`src/rtl/pcsr_pkg.sv`:
```
// Package for the per-function bus command and status register bank
package pcsr_pkg;
	localparam logic [7:0] PCSR_OFS_CMD = 8'h04;
	localparam logic [7:0] PCSR_OFS_STS = 8'h06;
	localparam logic [15:0] PCSR_CMD_RST = 16'h0000;
	localparam logic [15:0] PCSR_STS_RST = 16'h0210;
	// Command bit positions
	localparam int PCSR_B_IO = 0;
	localparam int PCSR_B_MEM = 1;
	localparam int PCSR_B_INIT = 2;
	localparam int PCSR_B_PAR = 6;
	localparam int PCSR_B_SYS = 8;
	// Writable command bits: 8, 6, 2, 1, 0
	localparam logic [15:0] PCSR_CMD_WMASK = 16'h0147;
	// Status flag positions (write one to clear)
	localparam int PCSR_S_DPAR = 8;
	localparam int PCSR_S_TABS = 11;
	localparam int PCSR_S_TABR = 12;
	localparam int PCSR_S_MABT = 13;
	localparam int PCSR_S_SERR = 14;
	localparam int PCSR_S_PERR = 15;
	localparam logic [15:0] PCSR_STS_W1C = 16'hf900;
	// Hardwired status: decode timing 01b in 10:9, capability list in 4
	localparam logic [15:0] PCSR_STS_FIXED = 16'h0210;

	typedef struct packed {
		logic [15:0] addr_parity_error_seen; // address parity error seen, per fn
		logic data_parity_error_seen;        // data parity error seen
		logic master_data_perr;    // we mastered the failing data phase
		logic master_abort;        // master abort received
		logic target_abort_rx;     // target abort received
		logic target_abort_tx;     // target abort signalled
	} pcsr_evt_s;

	typedef struct packed {
		logic [1:0][15:0] cmd_r;   // writable command bits per function
		logic [1:0][15:0] sts_r;   // sticky status flags per function
		logic [15:0] rdata_r;
		logic serr_oe_r;
		logic perr_oe_r;
		logic [1:0] mem_en_r;
		logic [1:0] io_en_r;
		logic [1:0] init_en_r;
	} pcsr_state_s;
endpackage

```
`src/rtl/pcsr_regs.sv`:
```
// Command and status registers of both bridge functions
`timescale 1ns/1ps
`default_nettype none
module pcsr_regs
	import pcsr_pkg::*;
(
	input wire logic REF_CLK,                 // bus clock
	input wire logic RST_B,                   // synchronous reset, low
	input wire logic CFG_WR,                  // config write strobe
	input wire logic CFG_RD,                  // config read strobe
	input wire logic CFG_FN,                  // function number 0/1
	input wire logic [7:0] CFG_ADDR,          // config word byte offset
	input wire logic [15:0] CFG_WDATA,        // config write data
	input wire logic [1:0] CFG_BE,            // byte enables
	input wire pcsr_pkg::pcsr_evt_s EVT_F0,   // error events, function 0
	input wire pcsr_pkg::pcsr_evt_s EVT_F1,   // error events, function 1
	output logic [15:0] CFG_RDATA,            // registered read data
	output logic SERR_OE,                     // system error driver on
	output logic PERR_OE,                     // parity error driver on
	output logic [1:0] MEM_CLAIM_EN,          // memory decode allowed
	output logic [1:0] IO_CLAIM_EN,           // I/O decode allowed
	output logic [1:0] INITIATOR_EN           // bus request allowed
);
	import pcsr_pkg::*;

	pcsr_state_s s_r;
	pcsr_state_s s_nxt;

	// Byte enable 0 covers the low byte, byte enable 1 the high byte
	function automatic logic [15:0] lane_mask(
		input logic [1:0] be
	);
		logic [15:0] m;
		m = 16'h0000;
		if (be[0]) begin
			m[7:0] = 8'hff;
		end
		if (be[1]) begin
			m[15:8] = 8'hff;
		end
		lane_mask = m;
	endfunction

	// Hardwired command bits never take a value, whatever is written
	function automatic logic [15:0] cmd_merge(
		input logic [15:0] old_val,
		input logic [15:0] wdata,
		input logic [15:0] lanes
	);
		logic [15:0] sel;
		sel = lanes & PCSR_CMD_WMASK;
		cmd_merge = (old_val & ~sel) | (wdata & sel);
	endfunction

	// Next command word of one function
	function automatic logic [15:0] cmd_next(
		input logic [15:0] old_val,
		input logic wr,
		input logic [15:0] wdata,
		input logic [15:0] lanes
	);
		logic [15:0] v;
		v = old_val;
		if (wr) begin
			v = cmd_merge(old_val, wdata, lanes);
		end
		cmd_next = v;
	endfunction

	// Ones clear flags; zeros and the fixed fields are left alone
	function automatic logic [15:0] sts_clear(
		input logic [15:0] old_val,
		input logic [15:0] wdata,
		input logic [15:0] lanes
	);
		logic [15:0] sel;
		sel = wdata & lanes & PCSR_STS_W1C;
		sts_clear = old_val & ~sel;
	endfunction

	// Next flags of one function; an event beats a clear in one cycle
	function automatic logic [15:0] sts_next(
		input logic [15:0] old_val,
		input logic wr,
		input logic [15:0] wdata,
		input logic [15:0] lanes,
		input logic [15:0] evt
	);
		logic [15:0] v;
		v = old_val;
		if (wr) begin
			v = sts_clear(old_val, wdata, lanes);
		end
		sts_next = v | evt;
	endfunction

	// Flags raised by one cycle of events for one function
	function automatic logic [15:0] evt_flags(
		input pcsr_evt_s e,
		input logic par_en,
		input logic serr_fire
	);
		logic [15:0] f;
		f = 16'h0000;
		// Detection is flagged even with both enables clear
		f[PCSR_S_PERR] = e.addr_parity_error_seen[0] |
			e.data_parity_error_seen;
		f[PCSR_S_SERR] = serr_fire;
		f[PCSR_S_MABT] = e.master_abort;
		f[PCSR_S_TABR] = e.target_abort_rx;
		f[PCSR_S_TABS] = e.target_abort_tx;
		// Only counts when we mastered the failing data phase
		f[PCSR_S_DPAR] = e.data_parity_error_seen &
			e.master_data_perr & par_en;
		evt_flags = f & PCSR_STS_W1C;
	endfunction

	// Single bit of a command word
	function automatic logic cmd_bit(
		input logic [15:0] c,
		input int pos
	);
		cmd_bit = c[pos];
	endfunction

	// Command word as the host reads it; every other bit is zero
	function automatic logic [15:0] cmd_view(
		input logic [15:0] c
	);
		logic [15:0] v;
		v = 16'h0000;
		v[PCSR_B_IO] = c[PCSR_B_IO];
		v[PCSR_B_MEM] = c[PCSR_B_MEM];
		v[PCSR_B_INIT] = c[PCSR_B_INIT];
		v[PCSR_B_PAR] = c[PCSR_B_PAR];
		v[PCSR_B_SYS] = c[PCSR_B_SYS];
		cmd_view = v;
	endfunction

	// Status word as the host reads it, fixed fields merged in
	function automatic logic [15:0] sts_view(
		input logic [15:0] s
	);
		logic [15:0] v;
		v = PCSR_STS_FIXED;
		v[PCSR_S_PERR] = s[PCSR_S_PERR];
		v[PCSR_S_SERR] = s[PCSR_S_SERR];
		v[PCSR_S_MABT] = s[PCSR_S_MABT];
		v[PCSR_S_TABR] = s[PCSR_S_TABR];
		v[PCSR_S_TABS] = s[PCSR_S_TABS];
		v[PCSR_S_DPAR] = s[PCSR_S_DPAR];
		sts_view = v;
	endfunction

	// One function's registers as the read port sees them
	function automatic logic [15:0] fn_read(
		input logic [7:0] addr,
		input logic [15:0] c,
		input logic [15:0] s
	);
		logic [15:0] v;
		case (addr)
			PCSR_OFS_CMD: begin
				v = cmd_view(c);
			end
			PCSR_OFS_STS: begin
				v = sts_view(s);
			end
			default: begin
				v = 16'h0000;
			end
		endcase
		fn_read = v;
	endfunction

	// Access strobe aimed at one register of one function
	function automatic logic hit(
		input logic strobe,
		input logic fn_sel,
		input logic fn,
		input logic [7:0] addr,
		input logic [7:0] ofs
	);
		hit = strobe && (fn_sel == fn) && (addr == ofs);
	endfunction

	// Error enables, per function and shared
	logic [15:0] wm;
	logic sys_en_f0;
	logic sys_en_f1;
	logic par_en_f0;
	logic par_en_f1;
	logic sys_en_any;
	logic par_en_any;
	logic addr_perr_any;
	logic data_perr_any;
	logic serr_fire;
	logic perr_fire;

	// Per-function working values
	logic wr_cmd_f0;
	logic wr_cmd_f1;
	logic wr_sts_f0;
	logic wr_sts_f1;
	logic [15:0] cmd_f0;
	logic [15:0] cmd_f1;
	logic [15:0] evt_f0;
	logic [15:0] evt_f1;
	logic [15:0] rd_f0;
	logic [15:0] rd_f1;
	logic [15:0] rd_word;

	always_comb begin
		s_nxt = s_r;
		wm = lane_mask(CFG_BE);

		// Per-function enables as software programmed them
		sys_en_f0 = cmd_bit(s_r.cmd_r[0], PCSR_B_SYS);
		sys_en_f1 = cmd_bit(s_r.cmd_r[1], PCSR_B_SYS);
		par_en_f0 = cmd_bit(s_r.cmd_r[0], PCSR_B_PAR);
		par_en_f1 = cmd_bit(s_r.cmd_r[1], PCSR_B_PAR);
		// One pair of error pins serves both functions
		sys_en_any = sys_en_f0 | sys_en_f1;
		par_en_any = par_en_f0 | par_en_f1;
		addr_perr_any = EVT_F0.addr_parity_error_seen[0] |
			EVT_F1.addr_parity_error_seen[0];
		data_perr_any = EVT_F0.data_parity_error_seen |
			EVT_F1.data_parity_error_seen;

		// Address parity reaches the pin only with both enables set
		serr_fire = addr_perr_any & sys_en_any &
			par_en_any;
		// With parity response off, detected errors do not drive the pin
		perr_fire = data_perr_any &
			par_en_any;
		s_nxt.serr_oe_r = serr_fire;
		s_nxt.perr_oe_r = perr_fire;

		// Strobes aimed at each register
		wr_cmd_f0 = hit(CFG_WR, CFG_FN, 1'b0,
			CFG_ADDR, PCSR_OFS_CMD);
		wr_cmd_f1 = hit(CFG_WR, CFG_FN, 1'b1,
			CFG_ADDR, PCSR_OFS_CMD);
		wr_sts_f0 = hit(CFG_WR, CFG_FN, 1'b0,
			CFG_ADDR, PCSR_OFS_STS);
		wr_sts_f1 = hit(CFG_WR, CFG_FN, 1'b1,
			CFG_ADDR, PCSR_OFS_STS);

		// Each function keeps its own command word
		cmd_f0 = cmd_next(s_r.cmd_r[0], wr_cmd_f0,
			CFG_WDATA, wm);
		cmd_f1 = cmd_next(s_r.cmd_r[1], wr_cmd_f1,
			CFG_WDATA, wm);
		s_nxt.cmd_r[0] = cmd_f0;
		s_nxt.cmd_r[1] = cmd_f1;

		// Events of each function land in its own flags, except SERR, which the shared serr_fire sets in both
		evt_f0 = evt_flags(EVT_F0, par_en_f0, serr_fire);
		evt_f1 = evt_flags(EVT_F1, par_en_f1, serr_fire);
		s_nxt.sts_r[0] = sts_next(s_r.sts_r[0], wr_sts_f0,
			CFG_WDATA, wm, evt_f0);
		s_nxt.sts_r[1] = sts_next(s_r.sts_r[1], wr_sts_f1,
			CFG_WDATA, wm, evt_f1);

		// Decode and mastering enables follow the new command word
		s_nxt.mem_en_r[0] = cmd_bit(cmd_f0, PCSR_B_MEM);
		s_nxt.mem_en_r[1] = cmd_bit(cmd_f1, PCSR_B_MEM);

		s_nxt.io_en_r[0] = cmd_bit(cmd_f0, PCSR_B_IO);
		s_nxt.io_en_r[1] = cmd_bit(cmd_f1, PCSR_B_IO);

		s_nxt.init_en_r[0] = cmd_bit(cmd_f0, PCSR_B_INIT);
		s_nxt.init_en_r[1] = cmd_bit(cmd_f1, PCSR_B_INIT);

		// Read data: unmapped offsets read zero
		rd_f0 = fn_read(CFG_ADDR, s_r.cmd_r[0], s_r.sts_r[0]);
		rd_f1 = fn_read(CFG_ADDR, s_r.cmd_r[1], s_r.sts_r[1]);
		if (CFG_FN) begin
			rd_word = rd_f1;
		end else begin
			rd_word = rd_f0;
		end
		// Read data stands until the next read
		if (CFG_RD) begin
			s_nxt.rdata_r = rd_word;
		end
	end

	always_ff @(posedge REF_CLK) begin
		if (!RST_B) begin
			s_r.cmd_r[0] <= PCSR_CMD_RST;
			s_r.cmd_r[1] <= PCSR_CMD_RST;
			// Flags come up clear; fixed fields are merged on read
			s_r.sts_r[0] <= PCSR_STS_RST & PCSR_STS_W1C;
			s_r.sts_r[1] <= PCSR_STS_RST & PCSR_STS_W1C;
			s_r.rdata_r <= 16'h0000;
			s_r.serr_oe_r <= 1'b0;
			s_r.perr_oe_r <= 1'b0;
			s_r.mem_en_r[0] <= 1'b0;
			s_r.mem_en_r[1] <= 1'b0;
			s_r.io_en_r[0] <= 1'b0;
			s_r.io_en_r[1] <= 1'b0;
			s_r.init_en_r[0] <= 1'b0;
			s_r.init_en_r[1] <= 1'b0;
		end else begin
			s_r <= s_nxt;
		end
	end

	assign CFG_RDATA = s_r.rdata_r;
	assign SERR_OE = s_r.serr_oe_r;
	assign PERR_OE = s_r.perr_oe_r;
	assign MEM_CLAIM_EN = s_r.mem_en_r;
	assign IO_CLAIM_EN = s_r.io_en_r;
	assign INITIATOR_EN = s_r.init_en_r;
endmodule
`default_nettype wire

```
`config.mk`:
```
export PLATFORM = sky130hd
export DESIGN_NAME = pcsr_regs
export DESIGN_NICKNAME = d
export VERILOG_FILES = /design/src/rtl/pcsr_pkg.sv /design/src/rtl/pcsr_regs.sv
export SDC_FILE = /design/constraint.sdc
export NUM_CORES = 1
export LEC_CHECK = 0
export ABC_AREA = 1
export ABC_CLOCK_PERIOD_IN_PS = 1800
export BUFFER_PORTS_ARGS = -buffer_cell sky130_fd_sc_hd__buf_2
export CORE_MARGIN = 2
export CORE_UTILIZATION = 48
export DETAILED_ROUTE_END_ITERATION = 7
export PLACE_DENSITY = 0.95
export RECOVER_POWER = 25
export SETUP_SLACK_MARGIN = 0.1
export SLEW_MARGIN = 20
export SYNTH_ARGS = -nofsm -noshare
export SYNTH_HDL_FRONTEND = slang
export SYNTH_SLANG_ARGS = --single-unit
```
`constraint.sdc`:
```
create_clock -name REF_CLK -period 1.8 [get_ports REF_CLK]
set_input_delay 0.18 -clock REF_CLK [delete_from_list [all_inputs] [get_ports REF_CLK]]
set_output_delay 0.18 -clock REF_CLK [all_outputs]
set_load 0.01 [all_outputs]
```
* Word-level counts from Yosys, hierarchy flattened
Cells that the tools add are included.
Cells by class: eq/ne operators 2, multiplexer cells 9, bitwise logic cells 26, reduce and logical (&&, ||, !) cells 6
Operators with widths (number):
- bitwise AND 16 bit | 5
- OR 16 bit | 4
- one-hot mux 16 bit (2 select lines) | 2
- two-way mux 16 bit | 3
- bitwise AND 16 x 9 -> 16 bit | 1
- == test 8 x 3 -> 1 bit, second input constant | 2
- two-way mux 8 bit | 2
- NOT 16 bit | 1
- NOT 9 -> 16 bit | 1
- bitwise AND 1 bit | 7
- logical AND 1 bit | 6
- two-way mux 3 bit | 2
- OR 1 bit | 6
- NOT 1 bit | 1
Storage, ports and cells: flip-flop bits (word level) 88, input port bits 73

* Logic depth before layout (Yosys ltp)
Gate-level depths: netlist (run 1).
depth after elaboration 6, gate-level depth with buffers 8, depth with buffers taken out 8

* Worst setup path after synthesis (run 1)
No wires, ideal clock.
path kind input to register, start point in CFG_ADDR[7], end point reg s_r[36] in the netlist's numbering, arrival 891 ps, data required time 1668 ps, setup slack 777 ps, stages on the path 7, path buffers 1, path through nor2_2 -> nand2_4 -> nor2_8 -> buf_6 -> nand3_1 -> nand2_1 -> a21oi_1
On the way: cells in the longest elaborated chain, start to end 4
Ends and longest elaborated chain:
- start: declaration | line pcsr_regs.sv:12 | input wire logic [7:0] CFG_ADDR,
- == test 8 x 3 -> 1 bit | line pcsr_regs.sv:184 | hit = strobe && (fn_sel == fn) && (addr == ofs);
- logical AND 1 bit | line pcsr_regs.sv:184
- two-way mux 16 bit | line pcsr_regs.sv:91 | if (wr) begin
- OR 16 bit | line pcsr_regs.sv:94 | sts_next = v | evt;
- end signal: assignment | line pcsr_regs.sv:306 | s_r <= s_nxt;
- end: declaration | line pcsr_regs.sv:26 | pcsr_state_s s_r;
Every way passes these cells. A chain may end at the register's enable or synchronous reset.

* Worst setup path in the final report (run 1)
start point in CFG_ADDR[7], end point reg s_r[55] in the netlist's numbering
The elaborated chain is that of the path after synthesis.

==> results of run 1 <==
==> area by class of cell <==
type                            instances  area, µm²  area share
Clock inverter                          2       35.0      0.0170
Clock buffer                            6       82.6      0.0400
Inverter                               29        109      0.0527
Multi-Input combinational cell        173        801       0.388
Sequential cell                        35        701       0.339
Timing Repair Buffer                   56        278       0.134
Tap cell                               48       60.1      0.0291
==> cell usage after synthesis (all sizes together) <==
cell / number / area, µm²
nand4: 4 / 25.0
a21oi: 25 / 125
o21ai: 7 / 35.0
a21boi: 1 / 7.51
nor2: 31 / 164
dfxtp: 35 / 701
clkinv: 3 / 11.3
o211ai: 4 / 30.0
nand2: 75 / 294
buf: 27 / 205
clkbuf: 4 / 15.0
nand3: 21 / 115
conb: 1 / 3.75
o22ai: 1 / 6.26
inv: 26 / 97.6
==> cell families after synthesis <==
family,Yosys count,synth area share
compound gates,38,0.111
simple gates,131,0.326
flops,35,0.382
buf+inv,60,0.179
other cells,1,0.00204
==> worst min-delay path, cell delays in order <==
cell and delay, ns:
buf_2 0.09, inv_1 0.04, a21oi_1 0.05
==> report_power, final <==
group          internal (W)  switching (W)  total (W)
Sequential         0.000792     0.00000859   0.000800
Combinational     0.0000552      0.0000956   0.000151
Clock              0.000448       0.000283   0.000731
Total               0.00129       0.000388    0.00168
==> routing by layer <==
layer | wire [µm] | GRT usage | part of all wire
met1 | 1630 | 0.206 | 0.42
met5 | 0 | 0 | 0
met2 | 1860 | 0.346 | 0.48
met4 | 101 | 0.107 | 0.026
met3 | 292 | 0.0460 | 0.075
==> metrics by stage <==
stage / instance area [µm²] / hold WS [ns]
after detailed placement: 1970 / 0.433
after floorplan: 1850 / 0.309
after global routing: 2070 / 0.118
after global placement: 1970 / 0.419
final: 2070 / 0.121
after CTS: 2080 / 0.121
==> worst max-delay path by stage <==
stage          slack (ns)   startpoint         endpoint
6_report             0.46  CFG_ADDR[7]          s_r[55]
4_1_cts              0.79  CFG_ADDR[5]  INITIATOR_EN[1]
5_1_grt              0.37  CFG_ADDR[7]          s_r[35]
2_1_floorplan        0.78  CFG_ADDR[7]          s_r[36]
3_5_place_dp         0.50  CFG_ADDR[5]        flip-flop
3_3_place_gp         0.53  CFG_ADDR[5]        flip-flop
==> impl_summary.log, run 1 <==
INFO  metric critical-path-slowest-cell = nor2_2
INFO  metric arrival = 1.49 ns
INFO  metric grt_antenna_before_repair = 0
INFO  metric most_common_cell_after_layout_fill_and_taps_aside = nand2_1
INFO  metric cp-start-kind = input port
INFO  metric clock_skew = 0.00670 ns
INFO  metric clkSlewWorstSetupHoldPaths = 0.07 ns
INFO  metric holdCritPathClass = in2reg
INFO  metric port_buffers = 56
INFO  metric setup_viol_count_final = 0
INFO  metric timing.hold.worst_endpoint = s_r[37]
INFO  metric req_time_crit_path = 1.96 ns
INFO  metric via_count = 1669
INFO  metric fp.dieH = 65.8 µm
INFO  metric ys_seq_area_frac = 0.382
INFO  metric grt_pass1_vias = 1589
INFO  metric areal_power_density_over_the_cells = 814 nW/µm²
INFO  metric hold_path_depth = 3
INFO  metric timing.critical_path.cells = buf_2, nor2_1, nand2_4, nor2_2, nand3_1, nand2_1, a21oi_1
INFO  metric final.period_utilization = 0.742
INFO  metric cp_num_buf_inv = 1
INFO  metric number_of_vias_per_cell = 4.78
INFO  metric ff2ff_setup_slack = 0.88 ns
INFO  metric pre_cts_ws = 0.503 ns
INFO  metric layout.cells.most_common_list = 72 x nand2_1, 54 x buf_2, 35 x dfxtp_1
INFO  metric post_cts.resized_instances = 0
INFO  metric htreeDepth = 2
INFO  metric grt_first_pass_wirelength = 6390 µm
INFO  metric cts.path.max_buffers = 2
INFO  metric crit_family = simple AND/OR/NAND/NOR gates
INFO  metric avgRoutedWirePerCell = 11.1 µm
INFO  metric core_footprint = 3660 µm²
INFO  metric drv_cap = 0
INFO  metric vdd_ir_drop_max = 0.000374 V
INFO  metric final_period_minus_worst_setup_slack = 1.34 ns
INFO  metric worst-r2r-cell-count = 4
INFO  metric detail_route.first_pass.iterations = 4
INFO  metric timing_worst_slew_pin_value = 0.674 ns
INFO  metric total_power = 0.00168 W
INFO  metric finalSetupTns = 0 ns
INFO  metric cts-hold-fix-buffers = 0
INFO  metric grt_use_total = 0.193
INFO  metric filler_cell_count = 366
INFO  metric endpoint_kind = flip-flop
INFO  metric utilization = 0.564
INFO  metric syn-cell-area = 1840 µm²
INFO  metric place.detailed.instances = 341
INFO  metric grt_overflow_total = 0
INFO  metric cts_tree = done
INFO  metric flow.area_growth_from_synthesis = 12.5%
INFO  metric post-route-worst-setup-slack = 0.464 ns
INFO  metric crit_path_max_fanout = 18
INFO  metric critical_path.max_stage_delay = 0.55 ns
INFO  metric clock_insertion_delay_worst_skew = 0.29 ns
INFO  metric place_hpwl = 2850 µm
INFO  metric final_report_max_slew_violation_count = 0
INFO  metric ys_types = 25
INFO  metric pin_count = 97
INFO  metric synth-warning-count = 0
INFO  metric timing.final.hold_violations = 0
INFO  metric design.die.area = 4330 µm²
INFO  metric synth_cells = 265
INFO  metric wl = 3890 µm
INFO  metric rows = 22
INFO  metric post-cts-setup-buffer-count = 0
INFO  metric final_layout_net_count = 373
INFO  metric grt_setup_unrepaired = false
INFO  metric status = finished clean
INFO  metric cts.root.buffer_cell = clkbuf_8
INFO  metric grt_start_max_net_pins = 21
INFO  metric clkSinkCount = 35
INFO  metric globalplace.congestion = 0.828
INFO  metric relSlewSlack = 0.550
INFO  metric die_x = 65.8 µm
INFO  metric r2r-end = s_r[38]
INFO  metric antenna_violating_nets_post_route = 0
INFO  metric critical_path_class = in2reg
INFO  metric cp.depth = 7
INFO  metric static-leakage-power = 1.05 nW
INFO  metric post_route_cells_drive_above_1_share = 0.249
INFO  metric fin_cells = 349
INFO  metric remaining_drc_errors = 0
INFO  metric floorplan.initialDensity = 0.501
INFO  metric worstHoldStart = EVT_F0[2]
INFO  metric initialDrtViolationCount = 106
INFO  metric tritoncts.num_buffers = 5
INFO  metric achievable-frequency = 0.749 GHz
INFO  metric antenna_cells_inserted = 0
INFO  metric synth_seq_cells = 35
INFO  metric avgSynthCellArea = 6.93 µm²
No activity file was read; power rests on OpenSTA's default activity.
==> inputs of run 2 (changes only) <==
--- a/config.mk
+++ b/config.mk
@@ -6,12 +6,12 @@
 export NUM_CORES = 1
 export LEC_CHECK = 0
 export ABC_AREA = 1
-export ABC_CLOCK_PERIOD_IN_PS = 1800
+export ABC_CLOCK_PERIOD_IN_PS = 1260
 export BUFFER_PORTS_ARGS = -buffer_cell sky130_fd_sc_hd__buf_2
 export CORE_MARGIN = 2
-export CORE_UTILIZATION = 48
+export CORE_UTILIZATION = 45
 export DETAILED_ROUTE_END_ITERATION = 7
-export PLACE_DENSITY = 0.95
+export PLACE_DENSITY = 0.9
 export RECOVER_POWER = 25
 export SETUP_SLACK_MARGIN = 0.1
 export SLEW_MARGIN = 20
==> constraint.sdc (replaced) <==
create_clock -name REF_CLK -period 1.26 [get_ports REF_CLK]
set_input_delay 0.126 -clock REF_CLK [delete_from_list [all_inputs] [get_ports REF_CLK]]
set_output_delay 0.126 -clock REF_CLK [all_outputs]
set_load 0.01 [all_outputs]
==> run 2 against run 1 <==
Power is 34% higher. Clock skew hardly changed. Hold slack worse by 0.070 ns. Critical path type unchanged. Largest power group unchanged. Highest routed layer unchanged.
==> impl_summary.log, run 2 (synthesized netlist as in run 1, its figures left out) <==
INFO  metric via_count = 1735 (+4.0%)
INFO  metric most_common_cell_after_layout_fill_and_taps_aside = nand2_1
INFO  metric final.period_utilization = 0.786
INFO  metric grt_pass1_vias = 1598 (+0.57%)
INFO  metric post_cts.resized_instances = 0 (unchanged)
INFO  metric globalplace.congestion = 0.821 (-0.75%)
INFO  metric core_footprint = 3970 µm² (+8.5%)
INFO  metric crit_path_max_fanout = 18 (unchanged)
INFO  metric grt_first_pass_wirelength = 6700 µm (+4.9%)
INFO  metric achievable-frequency = 1.01 GHz
INFO  metric remaining_drc_errors = 0 (unchanged)
INFO  metric relSlewSlack = 0.585 (+0.0349)
INFO  metric worstHoldStart = CFG_RD
INFO  metric cts-hold-fix-buffers = 0 (unchanged)
INFO  metric post_route_cells_drive_above_1_share = 0.261 (+0.0114)
INFO  metric cts_tree = done
INFO  metric critical_path_class = in2reg
INFO  metric setup_viol_count_final = 0 (unchanged)
INFO  metric final_layout_net_count = 379 (+1.6%)
INFO  metric req_time_crit_path = 1.45 ns (-0.51 ns)
INFO  metric post-cts-setup-buffer-count = 0 (unchanged)
INFO  metric cp_num_buf_inv = 1 (unchanged)
INFO  metric initialDrtViolationCount = 133 (+25%)
INFO  metric post-route-worst-setup-slack = 0.270 ns (-0.195 ns)
INFO  metric place_hpwl = 3150 µm (+10%)
INFO  metric detail_route.first_pass.iterations = 4 (unchanged)
INFO  metric grt.met3_usage = 0.0378 (-0.00817)
INFO  metric htreeDepth = 2 (unchanged)
INFO  metric combPwrFrac = 0.102 (+0.012)
INFO  metric wl = 4170 µm (+7.2%)
INFO  metric areal_power_density_over_the_cells = 1070 nW/µm² (+31%)
INFO  metric vdd_ir_drop_max = 0.000504 V (+35%)
INFO  metric tritoncts.num_buffers = 5 (unchanged)
INFO  metric grt_setup_unrepaired = false
INFO  metric grt_antenna_before_repair = 0 (unchanged)
INFO  metric cp-start-kind = input port
INFO  metric pwr-share-seq = 0.508 (+0.032)
INFO  metric timing.final.hold_violations = 0 (unchanged)
INFO  metric timing_worst_slew_pin_value = 0.622 ns (-0.0523 ns)
INFO  metric ff2ff_setup_slack = 0.35 ns (-0.53 ns)
INFO  metric grt.busiest_layer = met2
INFO  metric pre_cts_ws = 0.0594 ns (-0.444 ns)
INFO  metric grt_use_total = 0.193 (+0.000482)
INFO  metric worst-r2r-cell-count = 4 (unchanged)
INFO  metric endpoint_kind = flip-flop
INFO  metric cts.root.buffer_cell = clkbuf_8
INFO  metric antenna_violating_nets_post_route = 0 (unchanged)
INFO  metric rows = 23 (+4.5%)
INFO  metric static-leakage-power = 1.06 nW (+1.6%)
INFO  metric avgRoutedWirePerCell = 11.7 µm (+4.8%)
INFO  metric global_route.usage.met1 = 0.224 (+0.0185)
INFO  metric fp.dieH = 67.9 µm (+3.1%)
INFO  metric port_buffers = 56 (unchanged)
INFO  metric critical_path.max_stage_delay = 0.35 ns (-0.20 ns)
INFO  metric holdCritPathClass = in2reg
INFO  metric number_of_vias_per_cell = 4.86 (+1.6%)
INFO  metric clock_skew = 0.00625 ns (-0.000449 ns)
INFO  metric finalSetupTns = 0 ns (unchanged)
INFO  metric net-switching-power = 0.000534 W (+38%)
INFO  metric grt_use_met2 = 0.335 (-0.0114)
INFO  metric clock_insertion_delay_worst_skew = 0.29 ns (about the same)
INFO  metric floorplan.initialDensity = 0.462 (-0.0392)
INFO  metric cts.path.max_buffers = 2 (unchanged)
INFO  metric timing.hold.worst_endpoint = CFG_RDATA[6]
INFO  metric clkSinkCount = 35 (unchanged)
INFO  metric arrival = 1.18 ns (-0.31 ns)
INFO  metric grt_start_max_net_pins = 21 (unchanged)
INFO  metric timing.critical_path.cells = buf_2, nor2_2, nand2_4, nor2_4, nand2_1, nor2_1, o21ai_1
INFO  metric flow.area_growth_from_synthesis = 14.5%
INFO  metric p_sw_frac = 0.237 (+0.00669)
INFO  metric final_period_minus_worst_setup_slack = 0.990 ns
INFO  metric drv_cap = 0 (unchanged)
INFO  metric clkSlewWorstSetupHoldPaths = 0.07 ns (about the same)
INFO  metric final_report_max_slew_violation_count = 0 (unchanged)
INFO  metric die_x = 67.9 µm (+3.1%)
INFO  metric clockPowerShare = 0.390 (-0.045)
INFO  metric crit_family = simple AND/OR/NAND/NOR gates
INFO  metric design.die.area = 4610 µm² (+6.2%)
INFO  metric r2r-end = s_r[54]
INFO  metric critical-path-slowest-cell = nor2_4
INFO  metric layout.cells.most_common_list = 72 x nand2_1, 53 x buf_2, 35 x dfxtp_1
INFO  metric hold_path_depth = 2 (-1)
INFO  metric antenna_cells_inserted = 0 (unchanged)
INFO  metric grt_overflow_total = 0 (unchanged)
INFO  metric pin_count = 97 (unchanged)
INFO  metric internal_power = 0.00172 W (+33%)
INFO  metric status = finished clean
run 2: cell count changes in the layout (fill, tap and decap cells not counted):
cell	delta
clkbuf_8	+1
bufinv_16	-1
clkbuf_1	+2
nor2_4	+1
buf_4	+6
buf_2	-1
clkinv_2	-1
nor2_1	-1
run 2: layout make-up:
class	instances	area (µm²)
Multi-Input combinational cell	173	808
Fill cell	381	1870
Inverter	29	109
Tap cell	50	62.6
Sequential cell	35	701
Timing Repair Buffer	62	322
Clock buffer	8	100
run 2: through the flow:
stage / util / hold slack (ns) / cell area (µm²) / total power [W] / std cells
floorplan: - / 0.255 / 1850 / 0.00131 / 268
global placement: 0.507 / 0.350 / 2010 / 0.00139 / 349
detailed placement: 0.507 / 0.349 / 2010 / 0.00140 / 349
CTS: 0.532 / 0.0543 / 2110 / 0.00226 / 357
global route: 0.529 / 0.0545 / 2100 / 0.00233 / 357
finish: 0.529 / 0.0518 / 2100 / 0.00225 / 357
run 2: power groups by stage:
stage | combinational (W) | sequential [W] | clock (W)
after detailed placement | 0.000230 | 0.00117 | 0
after global placement | 0.000226 | 0.00117 | 0
after floorplan | 0.000143 | 0.00116 | 0
final | 0.000230 | 0.00114 | 0.000877
after global routing | 0.000260 | 0.00115 | 0.000926
after CTS | 0.000232 | 0.00114 | 0.000883
run 2: worst max-delay path by stage:
stage / end / cells past startpoint / from / slack [ns]
2_1_floorplan: s_r[36] / 7 / CFG_ADDR[7] / 0.29
4_1_cts: IO_CLAIM_EN[0] / 1 / IO_CLAIM_EN[0] / 0.35
5_1_grt: s_r[37] / 7 / CFG_ADDR[5] / 0.15
3_3_place_gp: s_r[55] / 7 / CFG_ADDR[7] / 0.11
3_5_place_dp: flip-flop / 8 / CFG_ADDR[7] / 0.06
6_report: s_r[38] / 7 / CFG_ADDR[7] / 0.27
run 2: layer usage:
metal | up-vias | part of all wire
met1 | 772 | 0.41
met5 | - | 0
li1 | 888 | -
met2 | 67 | 0.50
met3 | 8 | 0.074
met4 | 0 | 0.019
==> inputs of run 3 (changes only) <==
--- a/config.mk
+++ b/config.mk
@@ -6,7 +6,7 @@
 export NUM_CORES = 1
 export LEC_CHECK = 0
 export ABC_AREA = 1
-export ABC_CLOCK_PERIOD_IN_PS = 1260
+export ABC_CLOCK_PERIOD_IN_PS = 950
 export BUFFER_PORTS_ARGS = -buffer_cell sky130_fd_sc_hd__buf_2
 export CORE_MARGIN = 2
 export CORE_UTILIZATION = 45
==> constraint.sdc (replaced) <==
create_clock -name REF_CLK -period 0.95 [get_ports REF_CLK]
set_input_delay 0.095 -clock REF_CLK [delete_from_list [all_inputs] [get_ports REF_CLK]]
set_output_delay 0.095 -clock REF_CLK [all_outputs]
set_load 0.01 [all_outputs]
==> run 3 against run 2 <==
Combinational power grew 54%. Clock-buffer cell count decreased by 2. Hold slack got worse by 0.026 ns. Sequential power grew 33%. Final cell count grew 2.5%. First-iteration DRC count decreased by 17%. Clock skew is 0.00095 ns lower. Critical path depth is 6 lower. Wire length increased by 1.5%. Clock power increased by 58%. Sequential share of layout area decreased by 2.9 points. Global-route usage is 0.084 points lower.
==> impl_summary.log, run 3 (synthesized netlist as in run 1, its figures left out) <==
INFO  metric remaining_drc_errors = 0 (unchanged)
INFO  metric globalplace.congestion = 0.859 (+4.6%)
INFO  metric grt_use_total = 0.193 (-0.000840)
INFO  metric timing.final.hold_violations = 0 (unchanged)
INFO  metric clkSinkCount = 35 (unchanged)
INFO  metric layout.cells.most_common_list = 72 x nand2_1, 39 x buf_2, 25 x a21oi_1
INFO  metric number_of_vias_per_cell = 4.77 (-1.9%)
INFO  metric clock_skew = 0.00530 ns (-0.000946 ns)
INFO  metric crit_family = flip-flops
INFO  metric flow.area_growth_from_synthesis = 29.4%
INFO  metric antenna_cells_inserted = 0 (unchanged)
INFO  metric req_time_crit_path = 0.85 ns (-0.60 ns)
INFO  metric core_footprint = 3970 µm² (unchanged)
INFO  metric achievable-frequency = 1.18 GHz
INFO  metric filler_cell_count = 333 (-13%)
INFO  metric detail_route.first_pass.iterations = 4 (unchanged)
INFO  metric grt_first_pass_wirelength = 6560 µm (-2.1%)
INFO  metric timing.critical_path.cells = buf_6
INFO  metric endpoint_kind = output pin
INFO  metric cp-start-kind = flip-flop
INFO  metric wl = 4230 µm (+1.5%)
INFO  metric total_power = 0.00326 W (+45%)
INFO  metric critical_path.max_stage_delay = 0.36 ns (about the same)
INFO  metric cts.path.max_buffers = 2 (unchanged)
INFO  metric avgRoutedWirePerCell = 11.6 µm (-1.0%)
INFO  metric worst_hold_check_slack = 0.0255 ns (-0.0263 ns)
INFO  metric pre_cts_ws = -0.154 ns (-0.213 ns)
INFO  metric cts.root.buffer_cell = clkbuf_8
INFO  metric finalSetupTns = 0 ns (unchanged)
INFO  metric areal_power_density_over_the_cells = 1370 nW/µm² (+28%)
INFO  metric status = finished clean
INFO  metric final_period_minus_worst_setup_slack = 0.847 ns
INFO  metric utilization = 0.598 (+0.0687)
INFO  metric timing_worst_slew_pin_value = 0.632 ns (+0.00966 ns)
INFO  metric final.period_utilization = 0.891
INFO  metric final_report_max_slew_violation_count = 0 (unchanged)
INFO  metric most_common_cell_after_layout_fill_and_taps_aside = nand2_1
INFO  metric setup_viol_count_final = 0 (unchanged)
INFO  metric pin_count = 97 (unchanged)
INFO  metric grt_setup_unrepaired = true
INFO  metric relSlewSlack = 0.578 (-0.00645)
INFO  metric rows = 23 (unchanged)
INFO  metric holdCritPathClass = in2reg
INFO  metric grt_start_max_net_pins = 21 (unchanged)
INFO  metric fp.dieH = 67.9 µm (unchanged)
INFO  metric static-leakage-power = 1.18 nW (+11%)
INFO  metric post_route_cells_drive_above_1_share = 0.373 (+0.113)
INFO  metric critical-path-slowest-cell = dfxtp_2
INFO  metric critical_path_class = reg2out
INFO  metric port_buffers = 56 (unchanged)
INFO  metric place_hpwl = 3000 µm (-4.7%)
INFO  metric final_layout_net_count = 388 (+2.4%)
INFO  metric multi_input_area = 857 µm² (+6.0%)
INFO  metric design.die.area = 4610 µm² (unchanged)
INFO  metric via_count = 1745 (+0.58%)
INFO  metric seqCellArea = 723 µm² (+3.2%)
INFO  metric drv_cap = 0 (unchanged)
INFO  metric arrival = 0.75 ns (-0.43 ns)
INFO  metric die_x = 67.9 µm (unchanged)
INFO  metric crit_path_max_fanout = 3 (-15)
INFO  metric clock_insertion_delay_worst_skew = 0.29 ns (about the same)
INFO  metric cp_num_buf_inv = 1 (unchanged)
INFO  metric clkSlewWorstSetupHoldPaths = 0.07 ns (about the same)
INFO  metric vdd_ir_drop_max = 0.000525 V (+4.2%)
INFO  metric tritoncts.num_buffers = 5 (unchanged)
INFO  metric initialDrtViolationCount = 110 (-17%)
INFO  metric grt_overflow_total = 0 (unchanged)
INFO  metric antenna_violating_nets_post_route = 0 (unchanged)
INFO  metric grt_antenna_before_repair = 0 (unchanged)
INFO  metric post-route-worst-setup-slack = 0.103 ns (-0.166 ns)
INFO  metric grt_pass1_vias = 1579 (-1.2%)
INFO  metric cts_tree = done
INFO  metric floorplan.initialDensity = 0.462 (unchanged)
INFO  metric htreeDepth = 2 (unchanged)
## run 3: final cells by class
type                    count  share of cell area
well taps                  50              0.0263
clock inverters             2              0.0148
inverters                  29              0.0501
repair buffers             71               0.209
clock buffers               6              0.0348
flip-flops and latches     35               0.305
multi-input cells         173               0.361
## run 3: tightest hold or removal path, cell delays in order
cell and delay, ns:
buf_2 0.09, inv_1 0.04, a21oi_1 0.05
## run 3: worst paths after layout
kind / from / to / slack [ns] / cells past startpoint
worst max register to register: INITIATOR_EN[0] / CFG_RDATA[2] / 0.14 / 3
worst min register to register: s_r[39] / s_r[39] / 0.46 / 2
worst min-delay path: EVT_F0[2] / s_r[37] / 0.03 / 3
worst max-delay path: CFG_RDATA[9] / CFG_RDATA[9] / 0.10 / 1
## run 3: per-stage QoR
stage                     instances  instance area, µm²
after floorplan                 268                1890
after global placement          355                2100
after detailed placement        355                2100
after CTS                       364                2260
after global routing            366                2370
final                           366                2370
## run 3: what timing repair did
item / CTS / global route
resized for setup: 13 / 29
pin swaps: 0 / 6
endpoints found under the hold margin: 0 / 0
endpoints found under the setup margin: 12 / 35
setup buffers: 1 / 2
hold buffers: 0 / 0
## run 3: routing by layer
layer | up-vias | track usage | share of wire
met3 | 9 | 0.0477 | 0.072
met5 | - | 0 | 0
li1 | 908 | - | -
met1 | 764 | 0.227 | 0.41
met2 | 64 | 0.311 | 0.49
met4 | 0 | 0.125 | 0.023
## run 3: power by group
part	switching (W)	internal (W)
Combinational	0.000207	0.000147
Clock	0.000540	0.000849
Sequential	0.0000174	0.00150
